--- config.mk ---
export PLATFORM = sky130hd
export DESIGN_NAME = kps_scan_ctrl
export DESIGN_NICKNAME = d
export VERILOG_FILES = /design/src/kps_pkg.sv /design/src/kps_scan_ctrl.sv
export VERILOG_INCLUDE_DIRS = /design/src /design/src/src
export SDC_FILE = /design/constraint.sdc
export NUM_CORES = 1
export LEC_CHECK = 0
export BUFFER_PORTS_ARGS = -buffer_cell sky130_fd_sc_hd__clkbuf_2
export CORE_MARGIN = 3
export CORE_UTILIZATION = 47
export DETAILED_ROUTE_END_ITERATION = 7
export PLACE_DENSITY = 0.76
export SLEW_MARGIN = 20
export SYNTH_ARGS = -nofsm -noshare
export SYNTH_HDL_FRONTEND = slang
export SYNTH_SLANG_ARGS = --single-unit
--- constraint.sdc ---
create_clock -name aclk -period 4.25 [get_ports aclk]
set_input_delay 0.85 -clock aclk [delete_from_list [all_inputs] [get_ports aclk]]
set_output_delay 0.85 -clock aclk [all_outputs]
set_load 0.01 [all_outputs]
--- src/kps_defines.svh ---
// Register indices, field positions, reset values and bus codes of the keypad scan block
`ifndef KPS_DEFINES_SVH
`define KPS_DEFINES_SVH
`define KPS_ADDR_W 18
`define KPS_IDX_W 16
`define KPS_IDX_STAT 16'h00d4
`define KPS_IDX_SIZE 16'h00d5
`define KPS_IDX_ORDL 16'h00d6
`define KPS_IDX_ORDH 16'h00d7
`define KPS_IDX_ISTS 16'h0100
`define KPS_IDX_IMSK 16'h0101
`define KPS_IDX_ICTL 16'hff94
`define KPS_ROW_MAX 3'h6
`define KPS_COL_MAX 3'h5
`define KPS_STAT_AUTO 2
`define KPS_STAT_KEY 1
`define KPS_ICTL_RTCEN 5
`define KPS_ICTL_RTCF 4
`define KPS_ICTL_KPEN 1
`define KPS_ICTL_KPF 0
`define KPS_EV_KEY 0
`define KPS_EV_RTC 1
`define KPS_EV_WRAP 2
`define KPS_EV_N 3
`define KPS_RST_SIZE 6'h00
`define KPS_RST_ORDL 8'h00
`define KPS_RST_ORDH 7'h00
`define KPS_RESP_OKAY 2'h0
`define KPS_RESP_SLVERR 2'h2
`endif

--- src/kps_pkg.sv ---
// Types shared by the keypad scan order and interrupt block
package kps_pkg;
   typedef struct packed {
      logic [17:0] awaddr;
      logic awvalid;
      logic [31:0] wdata;
      logic [3:0] wstrb;
      logic wvalid;
      logic bready;
      logic [17:0] araddr;
      logic arvalid;
      logic rready;
   } kps_axi_req_t;

   typedef struct packed {
      logic awready;
      logic wready;
      logic bvalid;
      logic [1:0] bresp;
      logic arready;
      logic rvalid;
      logic [31:0] rdata;
      logic [1:0] rresp;
   } kps_axi_rsp_t;

   typedef enum logic [2:0] {
      KPS_SEL_NONE = 3'b000,
      KPS_SEL_STAT = 3'b001,
      KPS_SEL_SIZE = 3'b010,
      KPS_SEL_ORDL = 3'b011,
      KPS_SEL_ORDH = 3'b100,
      KPS_SEL_ISTS = 3'b101,
      KPS_SEL_IMSK = 3'b110,
      KPS_SEL_ICTL = 3'b111
   } kps_sel_t;

   typedef struct packed {
      kps_axi_rsp_t rsp;
      logic aw_got;
      logic w_got;
      logic [15:0] aw_idx;
      logic [7:0] wdata;
      logic wlane;
      logic auto_scan_enable;
      logic key_found_flag;
      logic [2:0] row_count;
      logic [2:0] column_count;
      logic [7:0] order_low;
      logic [6:0] order_high;
      logic clock_irq_enable;
      logic clock_irq_flag;
      logic keypad_irq_enable;
      logic keypad_irq_flag;
      logic [2:0] irq_status;
      logic [2:0] irq_mask;
      logic [2:0] slot;
      logic [4:0] column_drive;
      logic [5:0] row_enable;
      logic irq;
   } kps_state_t;
endpackage

--- src/kps_scan_ctrl.sv ---
// Keypad scan order, size and interrupt control block with an AXI4-Lite register slave
`timescale 1ns/100ps
`include "kps_defines.svh"

// Overview of operation
// - The size fields have no effect unless automatic scanning is on.
// - Size bits 5:3 give the number of rows scanned, capped at six.
// - Size bits 2:0 give the number of columns scanned, capped at five.
// - A fifteen-bit scan order is kept in two registers as five three-bit slots.
// - In automatic mode the slots are visited first to fifth, up to the column count, driving each named column.
// - Each slot holds the binary index of the column to drive.
// - Slots sit at low 2:0, low 5:3, low 7:6 plus high 0, high 3:1 and high 6:4.
// - Control bit 5 enables the clock interrupt and bit 4 flags it, cleared by a read.
// - Control bit 1 enables the keypad interrupt; when clear keypad events raise none unless interrupt mask bit 0 is set.
// - Control bit 0 is set when a key is found and cleared by a read of the register.
// - The auto scan enable bit selects automatic scanning; when clear firmware scans.
// - The key found flag of the status register is cleared by reading that register.
module kps_scan_ctrl
   import kps_pkg::*;
(
   input wire logic aclk,
   input wire logic aresetn,
   input wire kps_axi_req_t axi_req,
   output kps_axi_rsp_t axi_rsp,
   input wire logic key_found_in,
   input wire logic clock_tick_in,
   input wire logic scan_step_in,
   output logic [4:0] column_drive,
   output logic [5:0] row_enable,
   output logic irq
);

   function automatic kps_sel_t kps_decode(input logic [17:0] addr);
      logic [15:0] idx;
      idx = addr[17:2];
      if (idx == `KPS_IDX_STAT) kps_decode = KPS_SEL_STAT;
      else if (idx == `KPS_IDX_SIZE) kps_decode = KPS_SEL_SIZE;
      else if (idx == `KPS_IDX_ORDL) kps_decode = KPS_SEL_ORDL;
      else if (idx == `KPS_IDX_ORDH) kps_decode = KPS_SEL_ORDH;
      else if (idx == `KPS_IDX_ISTS) kps_decode = KPS_SEL_ISTS;
      else if (idx == `KPS_IDX_IMSK) kps_decode = KPS_SEL_IMSK;
      else if (idx == `KPS_IDX_ICTL) kps_decode = KPS_SEL_ICTL;
      else kps_decode = KPS_SEL_NONE;
   endfunction

   // Column index held in a slot
   function automatic logic [2:0] kps_slot_col(input logic [7:0] lo, input logic [6:0] hi,
                                                 input logic [2:0] k);
      case (k)
         3'h0: kps_slot_col = lo[2:0];
         3'h1: kps_slot_col = lo[5:3];
         3'h2: kps_slot_col = {hi[0], lo[7:6]};
         3'h3: kps_slot_col = hi[3:1];
         default: kps_slot_col = hi[6:4];
      endcase
   endfunction

   function automatic logic [2:0] kps_clip(input logic [2:0] n, input logic [2:0] lim);
      kps_clip = (n > lim) ? lim : n;
   endfunction

   kps_state_t s_q;
   kps_state_t s_d;
   kps_sel_t rd_sel;
   kps_sel_t wr_sel;
   logic rd_hs;
   logic [2:0] col_n;
   logic [2:0] row_n;
   logic [2:0] ev;
   logic [2:0] col_idx;

   assign rd_hs = axi_req.arvalid & s_q.rsp.arready;
   assign rd_sel = kps_decode(axi_req.araddr);
   assign wr_sel = kps_decode({s_q.aw_idx, 2'b00});

   always_comb begin
      s_d = s_q;
      ev = '0;
      col_n = '0;
      row_n = '0;
      col_idx = '0;
      // Write channel: address and data taken in either order
      if (axi_req.awvalid && s_q.rsp.awready) begin
         s_d.aw_got = 1'b1;
         s_d.aw_idx = axi_req.awaddr[17:2];
      end
      if (axi_req.wvalid && s_q.rsp.wready) begin
         s_d.w_got = 1'b1;
         s_d.wdata = axi_req.wdata[7:0];
         s_d.wlane = axi_req.wstrb[0];
      end
      if (s_q.rsp.bvalid && axi_req.bready) begin
         s_d.rsp.bvalid = 1'b0;
      end
      if (s_q.aw_got && s_q.w_got && !s_q.rsp.bvalid) begin
         s_d.aw_got = 1'b0;
         s_d.w_got = 1'b0;
         s_d.rsp.bvalid = 1'b1;
         s_d.rsp.bresp = (wr_sel == KPS_SEL_NONE) ? `KPS_RESP_SLVERR : `KPS_RESP_OKAY;
         if (s_q.wlane) begin
            // Flag bits are read-only; unused bits are dropped
            if (wr_sel == KPS_SEL_STAT) begin
               s_d.auto_scan_enable = s_q.wdata[`KPS_STAT_AUTO];
            end else if (wr_sel == KPS_SEL_SIZE) begin
               s_d.row_count = s_q.wdata[5:3];
               s_d.column_count = s_q.wdata[2:0];
            end else if (wr_sel == KPS_SEL_ORDL) begin
               s_d.order_low = s_q.wdata;
            end else if (wr_sel == KPS_SEL_ORDH) begin
               s_d.order_high = s_q.wdata[6:0];
            end else if (wr_sel == KPS_SEL_ISTS) begin
               s_d.irq_status = s_q.irq_status & ~s_q.wdata[2:0];
            end else if (wr_sel == KPS_SEL_IMSK) begin
               s_d.irq_mask = s_q.wdata[2:0];
            end else if (wr_sel == KPS_SEL_ICTL) begin
               s_d.clock_irq_enable = s_q.wdata[`KPS_ICTL_RTCEN];
               s_d.keypad_irq_enable = s_q.wdata[`KPS_ICTL_KPEN];
            end
         end
      end
      s_d.rsp.awready = !s_d.aw_got && !s_d.rsp.bvalid;
      s_d.rsp.wready = !s_d.w_got && !s_d.rsp.bvalid;
      // Read channel with clear-on-read side effects
      if (s_q.rsp.rvalid && axi_req.rready) begin
         s_d.rsp.rvalid = 1'b0;
      end
      if (rd_hs) begin
         s_d.rsp.rvalid = 1'b1;
         s_d.rsp.rresp = `KPS_RESP_OKAY;
         s_d.rsp.rdata = '0;
         if (rd_sel == KPS_SEL_STAT) begin
            s_d.rsp.rdata[`KPS_STAT_AUTO] = s_q.auto_scan_enable;
            s_d.rsp.rdata[`KPS_STAT_KEY] = s_q.key_found_flag;
            s_d.key_found_flag = 1'b0;
         end else if (rd_sel == KPS_SEL_SIZE) begin
            s_d.rsp.rdata[5:0] = {s_q.row_count, s_q.column_count};
         end else if (rd_sel == KPS_SEL_ORDL) begin
            s_d.rsp.rdata[7:0] = s_q.order_low;
         end else if (rd_sel == KPS_SEL_ORDH) begin
            s_d.rsp.rdata[6:0] = s_q.order_high;
         end else if (rd_sel == KPS_SEL_ISTS) begin
            s_d.rsp.rdata[2:0] = s_q.irq_status;
         end else if (rd_sel == KPS_SEL_IMSK) begin
            s_d.rsp.rdata[2:0] = s_q.irq_mask;
         end else if (rd_sel == KPS_SEL_ICTL) begin
            s_d.rsp.rdata[`KPS_ICTL_RTCEN] = s_q.clock_irq_enable;
            s_d.rsp.rdata[`KPS_ICTL_RTCF] = s_q.clock_irq_flag;
            s_d.rsp.rdata[`KPS_ICTL_KPEN] = s_q.keypad_irq_enable;
            s_d.rsp.rdata[`KPS_ICTL_KPF] = s_q.keypad_irq_flag;
            s_d.clock_irq_flag = 1'b0;
            s_d.keypad_irq_flag = 1'b0;
         end else begin
            s_d.rsp.rresp = `KPS_RESP_SLVERR;
         end
      end
      s_d.rsp.arready = !s_d.rsp.rvalid;
      // Scanner: slots walked in order, limited by the clipped sizes
      col_n = kps_clip(s_d.column_count, `KPS_COL_MAX);
      row_n = kps_clip(s_d.row_count, `KPS_ROW_MAX);
      if (!s_d.auto_scan_enable) begin
         // Bypass: firmware scans, size and order have no effect
         s_d.slot = '0;
         s_d.column_drive = '0;
         s_d.row_enable = '0;
      end else begin
         if (s_d.slot >= col_n) begin
            s_d.slot = '0;
         end else if (scan_step_in) begin
            if (s_d.slot + 3'h1 >= col_n) begin
               s_d.slot = '0;
               ev[`KPS_EV_WRAP] = 1'b1;
            end else begin
               s_d.slot = s_d.slot + 3'h1;
            end
         end
         col_idx = kps_slot_col(s_d.order_low, s_d.order_high, s_d.slot);
         // Binary column index; an index beyond the last column drives none
         s_d.column_drive = (col_n != 3'h0 && col_idx < `KPS_COL_MAX) ? 5'(5'h01 << col_idx) : 5'h00;
         s_d.row_enable = 6'((7'h01 << row_n) - 7'h01);
      end
      // Event sets come last so they win over any clear
      ev[`KPS_EV_KEY] = key_found_in;
      ev[`KPS_EV_RTC] = clock_tick_in;
      if (key_found_in) begin
         s_d.key_found_flag = 1'b1;
         s_d.keypad_irq_flag = 1'b1;
      end
      if (clock_tick_in) begin
         s_d.clock_irq_flag = 1'b1;
      end
      s_d.irq_status = s_d.irq_status | ev;
      s_d.irq = (s_d.keypad_irq_flag & s_d.keypad_irq_enable)
              | (s_d.clock_irq_flag & s_d.clock_irq_enable)
              | (|(s_d.irq_status & s_d.irq_mask));
   end

   always_ff @(posedge aclk) begin
      if (!aresetn) begin
         s_q <= '0;
         s_q.row_count <= 3'(`KPS_RST_SIZE >> 3);
         s_q.column_count <= 3'(`KPS_RST_SIZE);
         s_q.order_low <= `KPS_RST_ORDL;
         s_q.order_high <= `KPS_RST_ORDH;
      end else begin
         s_q <= s_d;
      end
   end

   assign axi_rsp = s_q.rsp;
   assign column_drive = s_q.column_drive;
   assign row_enable = s_q.row_enable;
   assign irq = s_q.irq;
endmodule // kps_scan_ctrl
==> results of run 1 <==
[flip-flops by register name, summed over array words and instances (netlist names)]
register	flops
row_enable	6
irq	1
axi_rsp	15
s_q	63
column_drive	5
[logic make-up (layout without fill, tap and decap cells)]
kind of cell             Yosys count  in the layout  synth area share [%]
multiplexers                      31             31                 7.065
AO/OA/AOI/OAI                    109            109                 16.19
flip-flops                        90             90                 37.96
other                              1             26               0.07902
XOR/XNOR                           1              1                0.1846
buffers and inverters             89            115                 11.20
AND/OR/NAND/NOR                  225            225                 25.47
adder cells (fa/ha/maj)            7              7                 1.845
[where the power goes]
group	switching [mW]	leakage (nW)	internal, mW
clock network	0.311	0.0919	0.246
registers	0.0230	0.731	0.864
logic	0.0792	1.30	0.0569
total	0.413	2.12	1.17
[cell usage after synthesis (2+ instances only)]
cell	count	area (µm²)
and3_1	2	12.51
nor3_1	9	45.04
mux2i_1	23	230.2
and2_1	11	68.82
ha_1	7	87.58
o21a_1	4	30.03
a21boi_0	34	255.2
clkbuf_1	23	86.33
nand2b_1	15	93.84
nor3b_1	3	22.52
nor2b_1	30	187.7
o22ai_1	4	25.02
a22o_1	5	43.79
o21ai_0	13	65.06
inv_1	11	41.29
nand3b_1	3	22.52
nand4_1	6	37.54
o31a_1	2	17.52
nand4b_1	3	26.28
nor2_1	19	71.32
a211oi_1	8	60.06
nand3_1	11	55.05
nand2_1	89	334.1
a22oi_1	5	37.54
nand4_4	2	42.54
o211a_1	2	20.02
o211ai_1	4	30.03
buf_4	52	390.4
a31oi_1	2	12.51
a21oi_1	20	100.1
mux2_2	6	67.56
nor4_1	11	68.82
buf_2	2	10.01
dfxtp_1	90	1802
[metrics by stage]
stage	total power, mW	setup WS (ps)	TNS, ps	instance area (µm²)	hold WS (ps)
after floorplan	1.016	262.2	0	4840	441.3
after global placement	1.037	284.5	0	4980	454.8
after detailed placement	1.042	198.4	0	4980	460.4
after CTS	1.596	153.0	0	5169	471.5
after global routing	1.644	-1.677	-2.316	5185	508.2
final	1.581	334.6	0	5185	467.5
[how the worst min path moves through the flow]
stage | end | start | depth (start not counted)
after floorplan | axi_rsp[5]$_SDFFE_PN0P_ | axi_rsp[5]$_SDFFE_PN0P_ | 2
after global placement | axi_rsp[5]$_SDFFE_PN0P_ | axi_rsp[5]$_SDFFE_PN0P_ | 2
after detailed placement | axi_rsp[5]$_SDFFE_PN0P_ | axi_rsp[5]$_SDFFE_PN0P_ | 2
after CTS | axi_rsp[5]$_SDFFE_PN0P_ | axi_rsp[5]$_SDFFE_PN0P_ | 2
after global routing | axi_rsp[5]$_SDFFE_PN0P_ | axi_rsp[5]$_SDFFE_PN0P_ | 2
final | axi_rsp[5]$_SDFFE_PN0P_ | axi_rsp[5]$_SDFFE_PN0P_ | 2
[critical path, cell delays in order, from the launching register on]
cell and delay [ps]:
dfxtp_1 330, nor4_1 400, and2_1 210, nand3_1 90, nor2_2 230, buf_4 200
a211oi_1 50, a21oi_1 190, ha_1 280, and2_1 180, o21ai_0 490, o21ai_2 140
nand2_1 130, mux2_2 330, o211ai_1 160, a22oi_1 180, and3b_1 220
[layer usage]
layer  GRT usage (%)  up-vias  wire (µm)
met1           25.32     1789       4754
li1                -     1942          -
met3           4.068       12        762
met5               0        -          0
met4           6.849        0        141
met2           30.54      154       4847
[timing repair]
item                       in CTS  in global routing
setup endpoints to repair       0                  5
gates resized for setup         0                  6
hold endpoints to repair        0                  0
buffers inserted                0                  0
[final cells by class]
| type | instances | area (µm²) |
|---|---|---|
| Fill cell | 927 | 4589 |
| Clock inverter | 5 | 37.54 |
| Inverter | 12 | 45.04 |
| Clock buffer | 11 | 151.4 |
| Timing Repair Buffer | 87 | 460.4 |
| Sequential cell | 90 | 1802 |
| Multi-Input combinational cell | 399 | 2522 |
| Tap cell | 133 | 166.4 |
==> results.tsv, run 1 <==
stage	metric	value	unit
setup_path	worst_r2r_endpoint	column_drive[2]$_SDFF_PP0_	
cells_and_area	final_common_cell	dfxtp_1	
global_routing	grt_pass1_wl	17380	µm
clock_network	cts_sinks	90	
synth	synthFlopType	dfxtp_1	
setup_path	worstPathMaxFanout	6	
global_routing	grt_use_total	19.04	%
cells_and_area	final_cell_mix	90 x dfxtp_1, 89 x nand2_1, 77 x clkbuf_2	
setup_path	r2r_cells	16	
clock_network	cts_tree	done	
cells_and_area	drive_above_1_share	20.86	%
placement	dp_hpwl	7826	µm
global_routing	grt_pass1_vias	3683	
sta	fmax	255.4	MHz
global_routing	antenna_found_initial	0	
drt	avgViaCountPerCell	5.288	
clock_network	postCtsHoldBufs	0	
die	boundaryPins	135	
cells_and_area	stdcell_count	737	
clock_network	cts-root-buf	clkbuf_8	
placement	gp_congestion	0.9422	
global_routing	grt_remaining_overflow	0	
hold_path	worstHoldPathType	reg -> reg	
die	die_w	106.5	µm
pwr	ir_drop	0.2379	mV
run	max_cap_violations	0	
setup_path	crit_start	s_q[72]$_SDFFE_PN0P_	
sta	finalHoldViolCount	0	
die	coreArea	9774	µm²
placement	port_buffers	77	
setup_path	r2r_start	s_q[72]$_SDFFE_PN0P_	
die	start_util	48.55	%
drt	antenna_left	0	
placement	dp.cells	721	
drt	dr.first_iter.drc_count	249	
sta	slew_headroom	27.75	%
synth	synthArstFlopShare	0	%
setup_path	crit_path_end_kind	register	
global_routing	grt_max_degree	73	
cells_and_area	antennaDiodeCount	0	
clock_network	cts.path.max_buffers	2	
clock_network	clock_latency	370	ps
setup_path	worst_ep_arrival_time	4180	ps
setup_path	r2r_slack	330	ps
cells_and_area	syn_to_final_growth	9.254	%
clock_network	cts_made_buffers	9	
synth	synth_edf_count	0	
drt	drc	0	
synth	ys_seq_elements	90	
sta	slew_viol_final	0	
drt	vias	3897	
die	row_count	36	
cells_and_area	finish.utilization	53.05	%
sta	worst_pin_slew	1074	ps
setup_path	required	4520	ps
cells_and_area	nets	688	
synth	synth_area_per_cell	8.582	µm²
pwr	cellPowerDensity	304.9	nW/µm²
die	fp.dieH	106.5	µm
clock_network	htreeDepth	3	
sta	post-route-period-util	92.13	%
die	die_area	11340	µm²
sta	setup_viol	0	
clock_network	clk_pin_slew_worst_paths	90	ps
synth	synthesis.area	4746	µm²
status	status	completed	
synth	yosys_warnings	0	
setup_path	endpoint	column_drive[2]$_SDFF_PP0_	
setup_path	critPathKind	reg -> reg	
pwr	p_leak	2.122	nW
drt	first_pass_iters	5	
sta	fin_skew	9.112	ps
drt	wl_per_cell	14.26	µm
setup_path	crit_path_start_kind	register	
synth	synthCells	553	
synth	synth-seq-area-share	37.96	%
sta	period_minus_slack	3915	ps
synth	yosysUniqueCellTypes	56	
drt	wl	10510	µm
Note: power is estimated with default switching activity, not from simulation.
==> run 2: changes to the inputs <==
--- a/config.mk
+++ b/config.mk
@@ -6,11 +6,12 @@
 export SDC_FILE = /design/constraint.sdc
 export NUM_CORES = 1
 export LEC_CHECK = 0
+export ABC_AREA = 1
 export BUFFER_PORTS_ARGS = -buffer_cell sky130_fd_sc_hd__clkbuf_2
 export CORE_MARGIN = 3
-export CORE_UTILIZATION = 47
+export CORE_UTILIZATION = 48
 export DETAILED_ROUTE_END_ITERATION = 7
-export PLACE_DENSITY = 0.76
+export PLACE_DENSITY = 0.77
 export SLEW_MARGIN = 20
 export SYNTH_ARGS = -nofsm -noshare
 export SYNTH_HDL_FRONTEND = slang
==> run 2 against run 1 <==
  * Clock-buffer cell count unchanged
  * Sequential cell count unchanged
  * Register-to-register slack improved by 510 ps
  * Global-route usage increased by 0.26 points
  * Design area increased by 7.1%
  * Die area increased by 5.1%
  * Critical path type unchanged
  * Largest cell class unchanged
==> results.tsv, run 2 <==
stage	metric	value	unit
sta	slew_viol_final	0	
pwr	power.internal	1.285	mW
clock_network	htreeDepth	3	
status	status	completed	
pwr	switching_share	26.33	%
setup_path	cpPeakStageDelay	330	ps
synth	synth_common_cells	170 x nand2_1, 98 x nor2_1, 90 x dfxtp_1	
cells_and_area	syn_to_final_growth	8.719	%
setup_path	required	4510	ps
die	die_area	11920	µm²
sta	post-route-period-util	80.23	%
drt	route.met2.wl	4889	µm
sta	finalSetupTns	0	ps
cells_and_area	drive_above_1_share	16.96	%
synth	yosysUniqueCellTypes	46	
drt	drc	0	
synth	synth_edf_count	0	
clock_network	clk_pin_slew_worst_paths	90	ps
sta	fin_skew	14.34	ps
setup_path	r2r_cells	23	
die	die_w	109.2	µm
sta	slew_headroom	42.66	%
setup_path	cpMaxStageDelayCell	dfxtp_1	
synth	synth-seq-area-share	35.27	%
cells_and_area	n_fill_cell	1046	
pwr	p_leak	2.616	nW
cells_and_area	regMostFlops	s_q	
die	start_util	49.48	%
setup_path	worstPathMaxFanout	10	
cells_and_area	final_cell_mix	170 x nand2_1, 98 x nor2_1, 90 x dfxtp_1	
synth	synthArstFlopShare	0	%
clock_network	clock_latency	360	ps
cells_and_area	largest_register_ffs	63	
drt	met3_wirelength	587	µm
global_routing	grt_remaining_overflow	0	
run	max_cap_violations	0	
drt	avgViaCountPerCell	4.856	
sta	setup_viol	0	
synth	synthesis.area	5109	µm²
synth	yosys.cell_count.top_type	nand2_1	
setup_path	critPathKind	reg -> reg	
clock_network	cts_sinks	90	
global_routing	antenna_found_initial	0	
global_routing	grt_pass1_wl	18440	µm
synth	ys_seq_elements	90	
global_routing	grt_use_total	19.30	%
placement	port_buffers	77	
drt	antenna_left	0	
clock_network	cts_tree	done	
pwr	ir_drop	0.1874	mV
sta	rsz0062_at_grt	no	
setup_path	crit_path_end_kind	register	
cells_and_area	multi_input_area	2603	µm²
synth	synth_top_area_share	35.27	%
global_routing	grt_pass1_vias	3984	
drt	wl	11030	µm
pwr	combPwrFrac	10.5	%
die	boundaryPins	135	
clock_network	postCtsHoldBufs	0	
placement	dp_hpwl	8724	µm
placement	gp_congestion	0.8971	
pwr	seqPwrFrac	51.5	%
cells_and_area	antennaDiodeCount	0	
die	coreArea	10320	µm²
pwr	power_frac_clock	38.0	%
drt	met1_length	5449	µm
synth	synth_area_per_cell	6.830	µm²
clock_network	cts_made_buffers	9	
synth	synthFlopType	dfxtp_1	
sta	worst_pin_slew	853.5	ps
global_routing	grt_max_degree	32	
clock_network	cts-root-buf	clkbuf_8	
clock_network	cts.path.max_buffers	2	
die	fp.dieH	109.2	µm
setup_path	crit_path_start_kind	register	
pwr	cellPowerDensity	314.0	nW/µm²
synth	synthCells	748	
cells_and_area	seq_area	1802	µm²
drt	wl_per_cell	11.76	µm
drt	vias	4555	
hold_path	hold_path_depth	2	
die	row_count	37	
sta	finalHoldViolCount	0	
cells_and_area	final_common_cell	nand2_1	
pwr	p_switching	0.4591	mW
setup_path	worst_ep_arrival_time	3670	ps
drt	first_pass_iters	5	
sta	period_minus_slack	3410	ps
synth	yosys_warnings	0	
sta	fmax	293.3	MHz
synth	synth.largest_area_cell	dfxtp_1	
synth	synth.top_cells.by_area	dfxtp_1 35%, nand2_1 12%, buf_4 7.6%	
setup_path	path_cells	nor2_1 -> nand2_2 -> nor2_8 -> nand2_2 -> nor2_4 -> nand2_4 -> o21ai_1 -> o21ai_0 -> ha_1 -> inv_1 -> nand3_1 -> nand3_1 -> nand2_1 -> nand3_2 -> inv_1 -> nor2_1 -> nand2_1 -> nand2_1 -> inv_1 -> nand3_1 -> inv_1 -> nand2_1 -> nor2_1	
clock_network	cts_resized	0	
drt	highest_layer	met4	
clock_network	cts_setup_buffers	0	
sta	holdWs	467.3	ps
hold_path	worstHoldPathType	reg -> reg	
cells_and_area	nets	886	
drt	dr.first_iter.drc_count	283	
-- run 2: cell count changes after synthesis, sizes merged, moves of 15 or more --
cell,before,now
nor2b,30,0
inv,12,88
a21oi,20,45
o21ai,13,43
nand2,90,177
a21boi,34,0
nand3,11,62
mux2i,23,1
nand2b,15,0
nor2,20,109
-- run 2: cell families (layout without fill, tap and decap cells) --
logic type / count (synthesis) / count (layout) / share of synthesized area, %
simple gates: 389 / 389 / 35.78
buf+inv: 158 / 187 / 15.63
compound gates: 100 / 100 / 10.75
flops: 90 / 90 / 35.27
fa+ha+maj: 7 / 7 / 1.714
xor+xnor: 2 / 2 / 0.3429
other cells: 1 / 26 / 0.07340
mux: 1 / 1 / 0.4408
-- run 2: path summary, 6_finish.rpt --
| kind | startpoint | to | slack (ps) |
|---|---|---|---|
| worst max-delay path | s_q[72]$_SDFFE_PN0P_ | column_drive[0]$_SDFF_PP0_ | 840 |
| worst min-delay path | axi_rsp[8]$_SDFFE_PN0P_ | axi_rsp[8]$_SDFFE_PN0P_ | 470 |
| worst max register to register | s_q[72]$_SDFFE_PN0P_ | column_drive[0]$_SDFF_PP0_ | 840 |
| worst min register to register | axi_rsp[8]$_SDFFE_PN0P_ | axi_rsp[8]$_SDFFE_PN0P_ | 470 |
-- run 2: metal layers --
metal / global-route usage (%) / vias up
met5: 0 / -
met4: 4.328 / 0
met3: 3.552 / 6
met2: 30.75 / 114
met1: 27.16 / 2005
li1: - / 2430
-- run 2: power by group through the flow --
stage / registers (mW) / logic (mW) / clock network [mW]
5_1_grt: 0.902 / 0.209 / 0.705
3_3_place_gp: 0.916 / 0.180 / 0
4_1_cts: 0.898 / 0.184 / 0.670
3_5_place_dp: 0.917 / 0.182 / 0
6_report: 0.898 / 0.183 / 0.663
2_1_floorplan: 0.909 / 0.156 / 0
-- run 2: layout make-up --
| type | count | area share [%] |
|---|---|---|
| flip-flops and latches | 90 | 32.44 |
| multi-input cells | 525 | 46.86 |
| repair buffers | 80 | 7.344 |
| inverters | 91 | 6.195 |
| well taps | 136 | 3.064 |
| clock inverters | 5 | 1.554 |
| clock buffers | 11 | 2.546 |
-- run 2: critical path: cells and delay by family (launching register included) --
family,cells,cell delay (ps)
simple gates,16,1900
fa+ha+maj,1,330
buf+inv,4,270
compound gates,2,480
flops,1,330
-- run 2: stage by stage --
stage	cell area [µm²]	util, %	std cells	setup WS, ps	power [mW]
2_1_floorplan	5202	-	773	1400	1.065
3_3_place_gp	5326	51.59	922	954.9	1.096
3_5_place_dp	5326	51.59	922	859.2	1.100
4_1_cts	5554	53.80	938	836.5	1.752
5_1_grt	5554	53.80	938	346.2	1.816
6_report	5554	53.80	938	840.2	1.744
==> run 3: changes to the inputs <==
==> constraint.sdc (replaced) <==
create_clock -name aclk -period 2.9 [get_ports aclk]
set_input_delay 0.58 -clock aclk [delete_from_list [all_inputs] [get_ports aclk]]
set_output_delay 0.58 -clock aclk [all_outputs]
set_load 0.01 [all_outputs]
==> run 3 against run 2 <==
  * Worst hold slack got worse by 18 ps
  * Sequential power up 46%
  * Setup slack got worse by 790 ps
  * Maximum frequency grew 20%
  * Clock power rose by 35%
  * Clock-buffer cell count is 1 lower
  * Largest power group unchanged
  * Critical path depth is 1 higher
==> results.tsv, run 3 (synthesis results as in run 2) <==
stage	metric	value	unit
cells_and_area	nets	938	
pwr	switching_share	27.96	%
drt	route.met2.wl	5798	µm
clock_network	clk_pin_slew_worst_paths	100	ps
setup_path	r2r_cells	24	
drt	drc	0	
sta	fmax	350.5	MHz
sta	setup_viol	0	
placement	dp_hpwl	9003	µm
hold_path	hold_path_depth	3	
setup_path	r2r_slack	50	ps
cells_and_area	final_cell_mix	160 x nand2_1, 87 x nor2_1, 86 x dfxtp_1	
pwr	ir_drop	0.2483	mV
global_routing	grt_remaining_overflow	0	
sta	fin_skew	11.84	ps
clock_network	cts_tree	done	
drt	first_pass_iters	5	
cells_and_area	regMostFlops	s_q	
placement	post-place-ws	-157.0	ps
cells_and_area	largest_register_ffs	63	
cells_and_area	final_common_cell	nand2_1	
pwr	power	2.545	mW
setup_path	worstPathMaxFanout	5	
drt	dr.first_iter.drc_count	272	
placement	placed_cell_area	5634	µm²
sta	finalHoldViolCount	0	
hold_path	min_to	s_q[70]$_SDFFE_PN0P_	
sta	rsz0062_at_grt	yes	
cells_and_area	design_area	6205	µm²
die	start_util	49.48	%
pwr	p_switching	0.7116	mW
cells_and_area	finish.utilization	60.10	%
pwr	cellPowerDensity	410.2	nW/µm²
sta	slew_headroom	63.82	%
drt	wl	12590	µm
cells_and_area	antennaDiodeCount	0	
sta	slew_viol_final	0	
hold_path	min_from	axi_req[74]	
setup_path	crit_path_end_kind	register	
drt	vias	4919	
pwr	combPwrFrac	13.2	%
status	status	completed	
global_routing	grt_max_degree	46	
pwr	seqPwrFrac	51.6	%
die	die_area	11920	µm²
cells_and_area	n_fill_cell	951	
setup_path	critPathKind	reg -> reg	
pwr	power_frac_clock	35.1	%
drt	wl_per_cell	12.73	µm
clock_network	cts_sinks	90	
clock_network	htreeDepth	3	
clock_network	clock_latency	370	ps
global_routing	grt_pass1_vias	4365	
sta	period_minus_slack	2853	ps
global_routing	antenna_found_initial	0	
clock_network	cts-root-buf	clkbuf_8	
pwr	p_leak	2.922	nW
sta	post-route-period-util	98.38	%
global_routing	grt_use_total	21.22	%
clock_network	cts_made_buffers	9	
die	boundaryPins	135	
setup_path	r2r_start	s_q[67]$_SDFFE_PN0P_	
sta	worst_pin_slew	541.4	ps
setup_path	crit_path_start_kind	register	
placement	port_buffers	77	
clock_network	cts.path.max_buffers	2	
die	row_count	37	
cells_and_area	drive_above_1_share	27.67	%
drt	avgViaCountPerCell	4.974	
die	coreArea	10320	µm²
setup_path	worst_r2r_endpoint	column_drive[4]$_SDFF_PN0_	
placement	gp_congestion	0.9298	
setup_path	required	3220	ps
setup_path	worst_ep_arrival_time	3170	ps
die	fp.dieH	109.2	µm
cells_and_area	syn_to_final_growth	21.45	%
drt	met3_wirelength	790	µm
sta	fin_ws	46.90	ps
global_routing	grt_pass1_wl	20040	µm
drt	highest_layer	met4	
pwr	power.internal	1.833	mW
run	max_cap_violations	0	
drt	met1_length	5732	µm
drt	antenna_left	0	
die	die_w	109.2	µm
hold_path	worstHoldPathType	in -> reg	
[run 3: cell count changes in the layout (fill, tap and decap cells not counted), moves of 5 or more]
cell,before,now
ha_4,0,6
nand3_1,55,48
nand2_2,6,12
buf_4,3,52
nor2_1,98,87
nor2_4,6,12
nand2_1,170,160
nand3_2,4,9
ha_1,7,1
nor2_2,3,8
[run 3: how the worst max path moves through the flow]
stage / end / slack, ps / from / cells past startpoint
2_1_floorplan: column_drive[0]$_SDFF_PP0_ / 50 / s_q[72]$_SDFFE_PN0P_ / 23
3_3_place_gp: column_drive[0]$_SDFF_PP0_ / -100 / s_q[72]$_SDFFE_PN0P_ / 24
3_5_place_dp: column_drive[0]$_SDFF_PP0_ / -160 / s_q[67]$_SDFFE_PN0P_ / 24
4_1_cts: column_drive[0]$_SDFF_PP0_ / 0.03 / s_q[68]$_SDFFE_PN0P_ / 23
5_1_grt: column_drive[4]$_SDFF_PN0_ / -160 / s_q[67]$_SDFFE_PN0P_ / 23
6_report: column_drive[4]$_SDFF_PN0_ / 50 / s_q[67]$_SDFFE_PN0P_ / 24
[run 3: power by group through the flow]
stage | sequential [mW] | clock, mW | combinational, mW
floorplan | 1.33 | 0 | 0.229
global placement | 1.34 | 0 | 0.310
detailed placement | 1.34 | 0 | 0.315
CTS | 1.31 | 0.895 | 0.326
global route | 1.32 | 0.947 | 0.378
finish | 1.31 | 0.894 | 0.336
[run 3: critical path, cell delays in order, from the launching register on]
cell     delay [ps]
dfxtp_2         350
nor2_4          130
nand2_4          80
nor2_8          120
nand2_4          60
nor2_4          110
nand2_4          90
nand2_2          60
o21ai_2          70
buf_4           160
inv_2            50
nand2_2          80
ha_4            190
a21oi_4         170
nand3_4         140
inv_2           100
nand3_4         130
buf_6           150
nand4_1          70
nor2_1           50
nor2_1           80
nand3_1         120
inv_1            90
nand2_1          60
nor2_1           90
[run 3: metal layers]
layer  track usage, %  vias to the layer above
li1                 -                     2527
met1            27.89                     2208
met2            34.96                      159
met3            3.671                       25
met4            7.574                        0
met5                0                        -
[run 3: cell type report]
cell class | instances | area [µm²] | share of cell area (%)
Clock inverter | 5 | 62.56 | 1.008
Sequential cell | 90 | 1807 | 29.12
Multi-Input combinational cell | 525 | 2870 | 46.26
Tap cell | 136 | 170.2 | 2.742
Timing Repair Buffer | 132 | 809.5 | 13.05
Clock buffer | 10 | 137.6 | 2.218
Inverter | 91 | 347.8 | 5.606
[run 3: through the flow]
| step | std cells | TNS [ps] | hold slack [ps] |
|---|---|---|---|
| after CTS | 985 | 0 | 448.9 |
| after floorplan | 773 | 0 | 429.8 |
| after global placement | 963 | -368.5 | 453.9 |
| after detailed placement | 963 | -676.0 | 456.2 |
| final | 989 | 0 | 449.7 |
| after global routing | 989 | -725.9 | 463.6 |
[run 3: repair_timing]
action	CTS	global route
hold buffers	0	0
pin swaps	27	20
endpoints found under the setup margin	6	6
buffers inserted	7	4
resized for setup	44	25
